===== config.mk =====
export PLATFORM = sky130hd
export DESIGN_NAME = dtc_timer
export DESIGN_NICKNAME = d
export VERILOG_FILES = /design/src/dtc_pkg.sv /design/src/dtc_timer.sv
export VERILOG_INCLUDE_DIRS = /design/src
export SDC_FILE = /design/constraint.sdc
export NUM_CORES = 1
export LEC_CHECK = 0
export BUFFER_PORTS_ARGS = -buffer_cell sky130_fd_sc_hd__buf_4
export CORE_MARGIN = 8
export CORE_UTILIZATION = 45
export DETAILED_ROUTE_END_ITERATION = 16
export PLACE_DENSITY = 0.64
export SYNTH_ARGS = -nofsm -noshare
export SYNTH_HDL_FRONTEND = slang
export SYNTH_SLANG_ARGS = --single-unit

===== constraint.sdc =====
create_clock -name clk -period 2.9 [get_ports clk]
set_input_delay 0.145 -clock clk [delete_from_list [all_inputs] [get_ports clk]]
set_output_delay 0.145 -clock clk [all_outputs]
set_load 0.05 [all_outputs]

===== src/dtc_regs.svh =====
// Register addresses, field positions and timing counts of the dual timer/counter
`ifndef DTC_REGS_SVH
`define DTC_REGS_SVH

// Register select codes on the special function register port
`define DTC_SEL_CONTROL 3'h0
`define DTC_SEL_MODE    3'h1
`define DTC_SEL_TMR0_LOW  3'h2
`define DTC_SEL_TMR0_HIGH 3'h3
`define DTC_SEL_TMR1_LOW  3'h4
`define DTC_SEL_TMR1_HIGH 3'h5

// Control register fields
`define DTC_CTL_OVF1  7
`define DTC_CTL_RUN1  6
`define DTC_CTL_OVF0  5
`define DTC_CTL_RUN0  4
`define DTC_CTL_EDGE1 3
`define DTC_CTL_TYPE1 2
`define DTC_CTL_EDGE0 1
`define DTC_CTL_TYPE0 0

// Mode register fields, per nibble
`define DTC_MOD_GATE 3
`define DTC_MOD_CT   2
`define DTC_MOD_HI   1
`define DTC_MOD_LO   0
`define DTC_MOD_TMR1_BASE 4
`define DTC_MOD_TMR0_BASE 0

`define DTC_RESET_BYTE 8'h00

// Timing
`define DTC_OSC_PER_MC  12
`define DTC_PRESCALE_W  5

`endif


===== src/dtc_pkg.sv =====
// Types shared by the dual timer/counter
package dtc_pkg;

  typedef enum logic [1:0] {
    DTC_MODE_13BIT  = 2'b00,
    DTC_MODE_16BIT  = 2'b01,
    DTC_MODE_RELOAD = 2'b10,
    DTC_MODE_SPLIT  = 2'b11
  } dtc_mode_type;

  typedef struct packed {
    logic         gate;
    logic         ext_sel;
    dtc_mode_type mode;
  } dtc_tmode_type;

  // Register access from the processor core
  typedef struct packed {
    logic       wr;
    logic [2:0] sel;
    logic [7:0] wdata;
  } dtc_sfr_req_type;

  // Interrupt acknowledgements from the core
  typedef struct packed {
    logic t1_ovf;
    logic t0_ovf;
    logic irq1;
    logic irq0;
  } dtc_ack_type;

endpackage : dtc_pkg


===== src/dtc_timer.sv =====
// Dual timer/counter with control and mode registers
//
// What this block does
// Timer function counts one per machine cycle
// Counter samples pin, counts high-then-low
// Count visible cycle after the detecting one
// Edge counting limited to osc/24
// Source holds each level one machine cycle
// Select bit picks machine cycle or pin
// Gate set needs irq pin high too
// Mode 0: 13-bit with 5-bit prescaler
// Mode 1: full 16-bit counter
// Mode 2: low byte reloads from high
// Timer 1 mode 3 holds its count
// Timer 0 mode 3 splits, high uses timer 1
// Overflow flags set by hardware, cleared on vector
// Run bits switch timers on and off
// Edge flags set on edge, cleared when serviced
// Type bits pick falling-edge or low-level
// Mode register nibbles: timer 1 upper
// Rollover to zero sets overflow flag
// Upper low-byte bits undefined in mode 0
// Counts readable, writable; run keeps count
// Pins synchronised before machine-cycle sampling
`include "dtc_regs.svh"
`timescale 1ns/1ps
`default_nettype none

module dtc_timer #(
  parameter int OSC_PER_MC = `DTC_OSC_PER_MC
) (
  // Clock and reset
  input  wire logic                    clk,
  input  wire logic                    rst_b,
  // Register port
  input  wire dtc_pkg::dtc_sfr_req_type sfr_req,
  output logic [7:0]                   sfr_rdata,
  // Interrupt acknowledgements
  input  wire dtc_pkg::dtc_ack_type     irq_ack,
  // Pins
  input  wire logic                    timer0_event_pin,
  input  wire logic                    timer1_event_pin,
  input  wire logic                    ext_irq0_pin,
  input  wire logic                    ext_irq1_pin,
  // Interrupt requests
  output logic                         ext_irq0_req,
  output logic                         ext_irq1_req,
  output logic                         timer0_irq_req,
  output logic                         timer1_irq_req
);

  if (OSC_PER_MC < 2 || OSC_PER_MC > 255) begin : g_bad_osc
    $error("OSC_PER_MC out of range");
  end

  // Synchronisers: stage one feeds stage two only
  logic [3:0] pin_s1_ff;
  logic [3:0] pin_s2_ff;
  always_ff @(posedge clk or negedge rst_b) begin
    if (!rst_b) begin
      pin_s1_ff <= 4'h0;
      pin_s2_ff <= 4'h0;
    end else begin
      pin_s1_ff <= {ext_irq1_pin, ext_irq0_pin, timer1_event_pin, timer0_event_pin};
      pin_s2_ff <= pin_s1_ff;
    end
  end

  // Machine cycle strobe, one per OSC_PER_MC oscillator clocks
  logic [7:0] div_ff;
  wire        mc_end = (div_ff == 8'(OSC_PER_MC - 1));
  always_ff @(posedge clk or negedge rst_b) begin
    if (!rst_b) begin
      div_ff <= 8'h00;
    end else begin
      div_ff <= mc_end ? 8'h00 : div_ff + 8'h01;
    end
  end
  // Sample point late in the machine cycle, count applied next cycle start
  wire sample_phase = mc_end;
  wire update_phase = (div_ff == 8'h00);

  // Registers
  logic [7:0] ctl_ff;
  logic [7:0] mod_ff;
  logic [7:0] t0_lo_ff;
  logic [7:0] t0_hi_ff;
  logic [7:0] t1_lo_ff;
  logic [7:0] t1_hi_ff;

  dtc_pkg::dtc_tmode_type m0;
  dtc_pkg::dtc_tmode_type m1;
  assign m0 = dtc_pkg::dtc_tmode_type'(mod_ff[`DTC_MOD_TMR0_BASE +: 4]);
  assign m1 = dtc_pkg::dtc_tmode_type'(mod_ff[`DTC_MOD_TMR1_BASE +: 4]);

  // Samples of event pins at sample phase; edge pending across cycles
  logic [1:0] ev_smp_ff;
  logic [1:0] ev_edge_ff;
  wire  [1:0] ev_now = pin_s2_ff[1:0];
  wire  [1:0] ev_fall = ev_smp_ff & ~ev_now;
  always_ff @(posedge clk or negedge rst_b) begin
    if (!rst_b) begin
      ev_smp_ff  <= 2'b00;
      ev_edge_ff <= 2'b00;
    end else if (sample_phase) begin
      ev_smp_ff  <= ev_now;
      ev_edge_ff <= ev_fall;
    end else if (update_phase) begin
      ev_edge_ff <= 2'b00;
    end
  end

  // Count enables, one per machine cycle at update phase
  function automatic logic tick_of(input logic run, input logic gate, input logic gpin,
                                   input logic ext_sel, input logic fall_seen);
    tick_of = run && (!gate || gpin) && (ext_sel ? fall_seen : 1'b1);
  endfunction : tick_of

  wire t0_tick = update_phase && tick_of(ctl_ff[`DTC_CTL_RUN0], m0.gate, pin_s2_ff[2],
                                         m0.ext_sel, ev_edge_ff[0]);
  wire t1_tick = update_phase && tick_of(ctl_ff[`DTC_CTL_RUN1], m1.gate, pin_s2_ff[3],
                                         m1.ext_sel, ev_edge_ff[1]);
  // Split mode: timer 0 high byte counts machine cycles under run bit 1 only
  wire t0_split   = (m0.mode == dtc_pkg::DTC_MODE_SPLIT);
  wire th0_tick   = update_phase && t0_split && ctl_ff[`DTC_CTL_RUN1];
  wire t1_stopped = (m1.mode == dtc_pkg::DTC_MODE_SPLIT);

  // Next count for one timer; returns {overflow, high, low}
  function automatic logic [16:0] step(input dtc_pkg::dtc_mode_type md,
                                       input logic [7:0] hi, input logic [7:0] lo);
    logic [8:0] lo9;
    logic [8:0] hi9;
    lo9 = {1'b0, lo} + 9'h001;
    hi9 = {1'b0, hi} + 9'h001;
    step = {1'b0, hi, lo};
    case (md)
      dtc_pkg::DTC_MODE_13BIT: begin
        // Upper three low-byte bits keep whatever they held
        if (lo[4:0] == 5'h1f) begin
          step = {hi9[8], hi9[7:0], lo[7:5], 5'h00};
        end else begin
          step = {1'b0, hi, lo[7:5], lo[4:0] + 5'h01};
        end
      end
      dtc_pkg::DTC_MODE_16BIT: begin
        if (lo9[8]) begin
          step = {hi9[8], hi9[7:0], 8'h00};
        end else begin
          step = {1'b0, hi, lo9[7:0]};
        end
      end
      dtc_pkg::DTC_MODE_RELOAD: begin
        step = lo9[8] ? {1'b1, hi, hi} : {1'b0, hi, lo9[7:0]};
      end
      dtc_pkg::DTC_MODE_SPLIT: begin
        step = {lo9[8], hi, lo9[7:0]};
      end
      default: begin
        step = {1'b0, hi, lo};
      end
    endcase
  endfunction : step

  wire [16:0] t0_nxt = step(m0.mode, t0_hi_ff, t0_lo_ff);
  wire [16:0] t1_nxt = step(m1.mode, t1_hi_ff, t1_lo_ff);
  wire [8:0]  th0_inc = {1'b0, t0_hi_ff} + 9'h001;

  // Register writes
  wire wr_ctl = sfr_req.wr && (sfr_req.sel == `DTC_SEL_CONTROL);
  wire wr_mod = sfr_req.wr && (sfr_req.sel == `DTC_SEL_MODE);
  wire wr_tl0 = sfr_req.wr && (sfr_req.sel == `DTC_SEL_TMR0_LOW);
  wire wr_th0 = sfr_req.wr && (sfr_req.sel == `DTC_SEL_TMR0_HIGH);
  wire wr_tl1 = sfr_req.wr && (sfr_req.sel == `DTC_SEL_TMR1_LOW);
  wire wr_th1 = sfr_req.wr && (sfr_req.sel == `DTC_SEL_TMR1_HIGH);

  // Counter updates; a processor write wins over a count in the same cycle
  logic [7:0] nxt_t0_lo;
  logic [7:0] nxt_t0_hi;
  logic [7:0] nxt_t1_lo;
  logic [7:0] nxt_t1_hi;
  wire t0_run = t0_tick;
  wire t1_run = t1_tick && !t1_stopped;
  assign nxt_t0_lo = wr_tl0 ? sfr_req.wdata : (t0_run ? t0_nxt[7:0] : t0_lo_ff);
  assign nxt_t0_hi = wr_th0 ? sfr_req.wdata :
                     (t0_split ? (th0_tick ? th0_inc[7:0] : t0_hi_ff) :
                      (t0_run ? t0_nxt[15:8] : t0_hi_ff));
  assign nxt_t1_lo = wr_tl1 ? sfr_req.wdata : (t1_run ? t1_nxt[7:0] : t1_lo_ff);
  assign nxt_t1_hi = wr_th1 ? sfr_req.wdata : (t1_run ? t1_nxt[15:8] : t1_hi_ff);

  // Overflow events; in split mode the high byte of timer 0 owns timer 1 flag
  wire t0_ovf = t0_run && t0_nxt[16];
  wire t1_ovf = (t0_split ? (th0_tick && th0_inc[8]) : 1'b0) ||
                (!t0_split && t1_run && t1_nxt[16]);

  // External interrupt edge detection, one oscillator clock resolution
  logic [1:0] irq_prev_ff;
  wire  [1:0] irq_lvl  = pin_s2_ff[3:2];
  wire  [1:0] irq_fall = irq_prev_ff & ~irq_lvl;
  wire  [1:0] irq_type = {ctl_ff[`DTC_CTL_TYPE1], ctl_ff[`DTC_CTL_TYPE0]};
  // Edge mode latches the falling edge; level mode follows the low pin
  wire  [1:0] irq_set  = (irq_type & irq_fall) | (~irq_type & ~irq_lvl);

  // Control register next value; hardware set wins over any clear
  logic [7:0] nxt_ctl;
  always_comb begin
    nxt_ctl = wr_ctl ? sfr_req.wdata : ctl_ff;
    if (irq_ack.t1_ovf) nxt_ctl[`DTC_CTL_OVF1] = 1'b0;
    if (irq_ack.t0_ovf) nxt_ctl[`DTC_CTL_OVF0] = 1'b0;
    if (irq_ack.irq1)   nxt_ctl[`DTC_CTL_EDGE1] = 1'b0;
    if (irq_ack.irq0)   nxt_ctl[`DTC_CTL_EDGE0] = 1'b0;
    if (!irq_type[1])   nxt_ctl[`DTC_CTL_EDGE1] = 1'b0;
    if (!irq_type[0])   nxt_ctl[`DTC_CTL_EDGE0] = 1'b0;
    if (t1_ovf)         nxt_ctl[`DTC_CTL_OVF1] = 1'b1;
    if (t0_ovf)         nxt_ctl[`DTC_CTL_OVF0] = 1'b1;
    if (irq_set[1])     nxt_ctl[`DTC_CTL_EDGE1] = 1'b1;
    if (irq_set[0])     nxt_ctl[`DTC_CTL_EDGE0] = 1'b1;
  end

  always_ff @(posedge clk or negedge rst_b) begin
    if (!rst_b) begin
      ctl_ff      <= `DTC_RESET_BYTE;
      mod_ff      <= `DTC_RESET_BYTE;
      t0_lo_ff    <= `DTC_RESET_BYTE;
      t0_hi_ff    <= `DTC_RESET_BYTE;
      t1_lo_ff    <= `DTC_RESET_BYTE;
      t1_hi_ff    <= `DTC_RESET_BYTE;
      irq_prev_ff <= 2'b11;
    end else begin
      ctl_ff      <= nxt_ctl;
      mod_ff      <= wr_mod ? sfr_req.wdata : mod_ff;
      t0_lo_ff    <= nxt_t0_lo;
      t0_hi_ff    <= nxt_t0_hi;
      t1_lo_ff    <= nxt_t1_lo;
      t1_hi_ff    <= nxt_t1_hi;
      irq_prev_ff <= irq_lvl;
    end
  end

  // Read data and interrupt request outputs, all registered
  logic [7:0] nxt_rdata;
  always_comb begin
    case (sfr_req.sel)
      `DTC_SEL_CONTROL: nxt_rdata = ctl_ff;
      `DTC_SEL_MODE:    nxt_rdata = mod_ff;
      `DTC_SEL_TMR0_LOW:  nxt_rdata = t0_lo_ff;
      `DTC_SEL_TMR0_HIGH: nxt_rdata = t0_hi_ff;
      `DTC_SEL_TMR1_LOW:  nxt_rdata = t1_lo_ff;
      `DTC_SEL_TMR1_HIGH: nxt_rdata = t1_hi_ff;
      default:          nxt_rdata = 8'h00;
    endcase
  end

  always_ff @(posedge clk or negedge rst_b) begin
    if (!rst_b) begin
      sfr_rdata      <= 8'h00;
      ext_irq0_req   <= 1'b0;
      ext_irq1_req   <= 1'b0;
      timer0_irq_req <= 1'b0;
      timer1_irq_req <= 1'b0;
    end else begin
      sfr_rdata      <= nxt_rdata;
      ext_irq0_req   <= nxt_ctl[`DTC_CTL_EDGE0];
      ext_irq1_req   <= nxt_ctl[`DTC_CTL_EDGE1];
      timer0_irq_req <= nxt_ctl[`DTC_CTL_OVF0];
      timer1_irq_req <= nxt_ctl[`DTC_CTL_OVF1];
    end
  end

endmodule : dtc_timer
`default_nettype wire


* After elaboration in Yosys (flattened, before gate mapping)
Cells that the tools add are included.
** Cells by class
- Multiplexer cells :: 36
- Bitwise operators :: 8
- Reduce and logical (&&, ||, !) cells :: 39
- Eq/ne operators :: 24
- $add $sub $neg :: 7
** Operator list (count)
- $pmux W17 S4 :: 2
- $mux W17 :: 6
- $mux W8 :: 12
- $pmux W8 S6 :: 1
- $add A8 B1 Y9 const B :: 4
- $logic_and A1 B1 Y1 :: 19
- $mux W1 :: 13
- $add A5 B1 Y5 const B :: 2
- $eq A5 B5 Y1 const B :: 2
- $reduce_and A5 Y1 :: 2
- $ne A3 B3 Y1 const B :: 3
- $add A8 B1 Y8 const B :: 1
- $and A2 B2 Y2 :: 4
- $eq A2 B2 Y1 const B :: 4
- $eq A8 B4 Y1 const B :: 1
- $logic_not A8 Y1 :: 1
- $ne A4 B4 Y1 const B :: 2
- $reduce_bool A2 Y1 :: 4
- $eq A3 B2 Y1 const B :: 2
- $eq A3 B3 Y1 const B :: 2
- $ne A2 B2 Y1 const B :: 3
- $not A2 Y2 :: 3
- $eq A2 B1 Y1 const B :: 2
- $logic_not A1 Y1 :: 4
- other kinds (10) :: 15
** Word-level totals
- Logic and storage cells :: 134
- Register bits :: 82
- Bits of input ports :: 22
- Output and inout bits :: 12

* Logic depth before layout (Yosys ltp)
- Depth after elaboration :: 10
- Gate-level depth with buffers :: 9
- Mapped depth without buffers :: 8

* Worst setup path after synthesis
Ideal clock, no wire load.
- Kind :: flip-flop to flip-flop
- From :: reg t1_lo_ff[0]
- To :: reg t1_hi_ff[3]
- Period minus slack after synthesis :: 2.234 ns
- Path slack :: 0.666 ns
- Setup time :: 0.082 ns
- Buffers on the path :: 1
- Arrival time :: 2.152 ns
- Stages on the path, launching flop included :: 10
- Cell sequence :: dfrtp_1 > ha_1 > and3_1 > ha_1 > nor2b_1 > a31oi_2 > or2_1 > clkbuf_1 > or4_1 > a31oi_1
** On the way
- Word-level cells in the longest chain between the ends :: 3
- Elaborated cells on any way between the ends :: 5
** RTL lines
- from (decl) :: line dtc_timer.sv:88 : logic [7:0] t1_lo_ff;
- from (signal assigned) :: line dtc_timer.sv:225 : t1_lo_ff <= `DTC_RESET_BYTE;
- from (signal assigned) :: line dtc_timer.sv:233 : t1_lo_ff <= nxt_t1_lo;
- $add A8 B1 Y9 or $eq A5 B5 Y1 (tied branches) :: line dtc_timer.sv:133, dtc_timer.sv:139
- $ne A3 B3 Y1 (no source line)
- $reduce_and A5 Y1 (no source line) *
- to (signal assigned) :: line dtc_timer.sv:226 : t1_hi_ff <= `DTC_RESET_BYTE;
- to (signal assigned) :: line dtc_timer.sv:234 : t1_hi_ff <= nxt_t1_hi;
- to (decl) :: line dtc_timer.sv:89 : logic [7:0] t1_hi_ff;
Mark *: on every way between the ends. The rest lies on a longest branch, timed or not.
A chain may end at the register's enable or synchronous reset.

* Worst setup path after layout
- From :: reg t0_lo_ff[0]
- To :: reg t0_hi_ff[5]
** On the way
- Word-level cells in the longest chain between the ends :: 3
- Elaborated cells on any way between the ends :: 5
** RTL lines
- from (decl) :: line dtc_timer.sv:86 : logic [7:0] t0_lo_ff;
- from (signal assigned) :: line dtc_timer.sv:223 : t0_lo_ff <= `DTC_RESET_BYTE;
- from (signal assigned) :: line dtc_timer.sv:231 : t0_lo_ff <= nxt_t0_lo;
- $add A8 B1 Y9 or $eq A5 B5 Y1 (tied branches) :: line dtc_timer.sv:133, dtc_timer.sv:139
- $ne A4 B4 Y1 (no source line)
- $reduce_and A5 Y1 (no source line) *
- to (signal assigned) :: line dtc_timer.sv:224 : t0_hi_ff <= `DTC_RESET_BYTE;
- to (signal assigned) :: line dtc_timer.sv:232 : t0_hi_ff <= nxt_t0_hi;
- to (decl) :: line dtc_timer.sv:87 : logic [7:0] t0_hi_ff;
Marks and branches as above.

==> out/qor.yml <==
run_status:
  status: "finished clean"
place:
  dpl-instance-area_um2: 4930
  pre_cts_slack_ns: 0.340
  hpwl_um: 9200
  place.gp.congestion: 0.911
  placedCellCount: 638
  numPortBuffers: 33
sta:
  finalHoldViolCount: 0
  max_freq_mhz: 384
  setup_violations: 0
  finalCriticalPeriod_ns: 2.61
  timing.hold.ws_ns: 0.0660
  grt_setup_unrepaired: "false"
  fin_worst_skew_ns: 0.0159
  finalCritPeriodShare_pct: 89.8
  fin_tns_setup_ns: 0
  worst_slew_pin_slew_ns: 0.995
  setup_slack_ns: 0.295
  relSlewSlack_pct: 33.6
  maxSlewViolCount: 0
clock_network:
  cts_buffers: 9
  clk_pin_slew_ns: 0.08
  clockBufferDepth: 2
  htree_levels: 3
  postCtsSetupBuffers: 0
  cts_root_buf: "clkbuf_8"
  ctsResizeCount: 0
  tritoncts: "built"
  clk_latency_ns: 0.37
  clock_sinks: 78
flow_run:
  cap_violations: 0
synthesis:
  synthXorXnorAreaFrac_pct: 2.48
  synthArstFlopShare_pct: 100
  synth-seq-cells: 78
  synth_nets: 521
  synth_top_family_by_area: "simple AND/OR/NAND/NOR gates"
  synth_ff_type: "dfrtp_1"
  yosys.area_share.simple_pct: 22.6
  synth_top_cell_by_area: "dfrtp_1"
  avgSynthCellArea_um2: 9.33
  seq_area_frac_synth_pct: 42.7
  synthCells: 491
  syn-cell-area_um2: 4580
  synth-edff-count: 0
  synth_fa_ha_area_share_pct: 2.40
  synth_top_area_share_pct: 41.5
  yosysWarnings: 0
  synth_compound_area_share_pct: 18.4
  synth_cell_types: 71
  synth.area.mux_share_pct: 7.70
  synth_area_leaders: "dfrtp_1, mux2i_1, o21ai_0"
detailed_routing:
  dr_total_vias: 4045
  via_per_inst: 6.11
  wl_per_cell_um: 19.9
  antenna_left: 0
  drtPass1Iterations: 5
  drc: 0
  drt_iter0_drc: 467
  routed_wl_um: 13200
global_route:
  grt_usage_pct: 20.1
  grt_antenna_before_repair: 0
  grt_max_degree: 79
  grt_pass1_vias: 3883
  grt-ovfl-total: 0
  grt_pass1_wl_um: 20800
die:
  die_x_um: 117
  floorplan.rows: 37
  start_util_pct: 45.4
  design.core.area_um2: 10100
  die_h_um: 117
  ioPinCount: 34
  die_area_um2: 13700
power_and_ir_drop:
  ir_drop_uv: 214
  p_per_area_nw_per_um2: 650
  cellLeakagePower_uw: 0.00216
finish:
  finalNetCount: 551
  drive_gt1_share_pct: 15.6
  final_cells: 662
  final_cell_area_um2: 5180
  area.growth.synth_to_final_pct: 13.1
  multi_input_area_um2: 2460
  seq_area_um2: 1950
  nFillCells: 969
  antenna_cells: 0
critical_path:
  cpMostUsedCell: "ha_1"
  crit_path_max_incr_delay_ns: 0.51
  crit_fanout: 14
  critPathCaptureType: "flip-flop"
  start_kind: "flip-flop"
  required_ns: 3.18
  path_cells: "ha_1, and3_1, ha_1, a22oi_1, o32a_1, or4_1, a31oi_1"
  worstSetupPathType: "flip-flop to flip-flop"
  crit_slowest_cell: "o32a_1"
  cp_top_family: "compound AO/OA/AOI/OAI gates"
  path_buf_inv: 0
  crit_arrival_ns: 2.88
min_path:
  hold_class: "primary input to flip-flop"
-- cell usage after synthesis, types with 3 or more instances --
library cell,instances
o21ai_0,34
nand2_1,45
a221oi_1,4
a22oi_1,7
mux2i_1,18
and2_1,5
a211oi_1,3
and3_1,15
nor2b_1,6
mux2_2,12
or2_2,5
a31oi_1,19
nor4_1,3
o31ai_1,5
xnor2_1,6
nand3_1,26
nor2_1,40
and4_1,4
xor2_1,7
a21oi_1,12
nand4_1,5
clkbuf_1,20
or3_1,8
dfrtp_1,76
nand2b_1,6
inv_1,17
nor3b_1,3
or4_1,7
ha_1,8
o22ai_1,6
a41oi_1,3
buf_2,3
o221ai_1,5
-- what timing repair did --
item / CTS / global route
hold endpoints to repair: 52 / 0
hold buffers: 8 / 0
endpoints found under the setup margin: 0 / 0
-- worst paths after layout --
path	from	endpoint	slack, ns	cells after the start
worst max-delay path	t0_lo_ff[0]	t0_hi_ff[5]	0.29	7
min in group asynchronous	rst_b	t1_hi_ff[6]	0.46	2
worst min-delay path	sfr_req[7]	mod_ff[7]	0.07	3
worst min register to register	pin_s1_ff[3]	pin_s2_ff[3]	0.36	0
worst max register to register	t0_lo_ff[0]	t0_hi_ff[5]	0.29	7
max in group asynchronous	rst_b	sfr_rdata[5]	1.78	2
-- registers in the layout, summed over array words and instances, names as in the netlist, 8 cells and up --
name,flops
t1_lo_ff,8
ctl_ff,8
mod_ff,8
div_ff,8
t0_lo_ff,8
sfr_rdata,8
t0_hi_ff,8
t1_hi_ff,8
-- cells in the final DEF, fill, tap and decap left out, drive strengths merged, types with 7 or more instances in the layout --
cell	n
o21ai	34
mux2	13
nor2	40
a22oi	7
a21oi	12
dlygate4sd3	8
a31oi	20
xor2	7
or4	7
ha	8
nand3	27
buf	37
mux2i	18
and3	15
inv	17
or3	8
dfrtp	76
clkbuf	12
nand2	46
-- worst reg2reg max path: cells and delay by family (launching register included) --
| family | cells | cell delay, ns |
|---|---|---|
| AOI/OAI and AO/OA | 3 | 0.81 |
| and+or+nand+nor | 2 | 0.65 |
| adders and majority gates | 2 | 0.59 |
| DFF | 1 | 0.47 |
-- layer usage --
layer	global-route usage, %	part of all wire [%]	vias to the layer above
li1	-	-	1899
met2	31.8	46	144
met5	0	0	-
met1	26.9	45	1978
met3	2.82	6.5	24
met4	9.22	2.8	0
-- where the power goes --
| group | switching, uW | internal [uW] |
|---|---|---|
| logic | 595 | 435 |
| registers | 309 | 1280 |
| clock network | 420 | 332 |
-- per-stage QoR --
stage | utilization (%) | total power, uW
6_report | 51.3 | 3370
3_3_place_gp | 48.9 | 2580
5_1_grt | 51.3 | 3560
3_5_place_dp | 48.9 | 2600
2_1_floorplan | - | 2250
4_1_cts | 51.3 | 3360
-- cell type report --
cell class	count	area share (%)
sequential	78	37.7
clock buffer	12	2.80
clock inverter	4	0.483
tap	136	3.28
multi-input combinational	370	47.6
timing repair buffer	45	6.91
inverter	17	1.23
-- logic make-up (layout without fill, tap and decap cells) --
group / Yosys count / after routing
and+or+nand+nor: 192 / 192
AOI/OAI and AO/OA: 124 / 124
DFF: 78 / 78
buffers and inverters: 43 / 78
muxes: 32 / 32
xor gates and xnor gates: 13 / 13
adders and majority gates: 9 / 9
No activity file was read; power rests on OpenSTA's default activity.
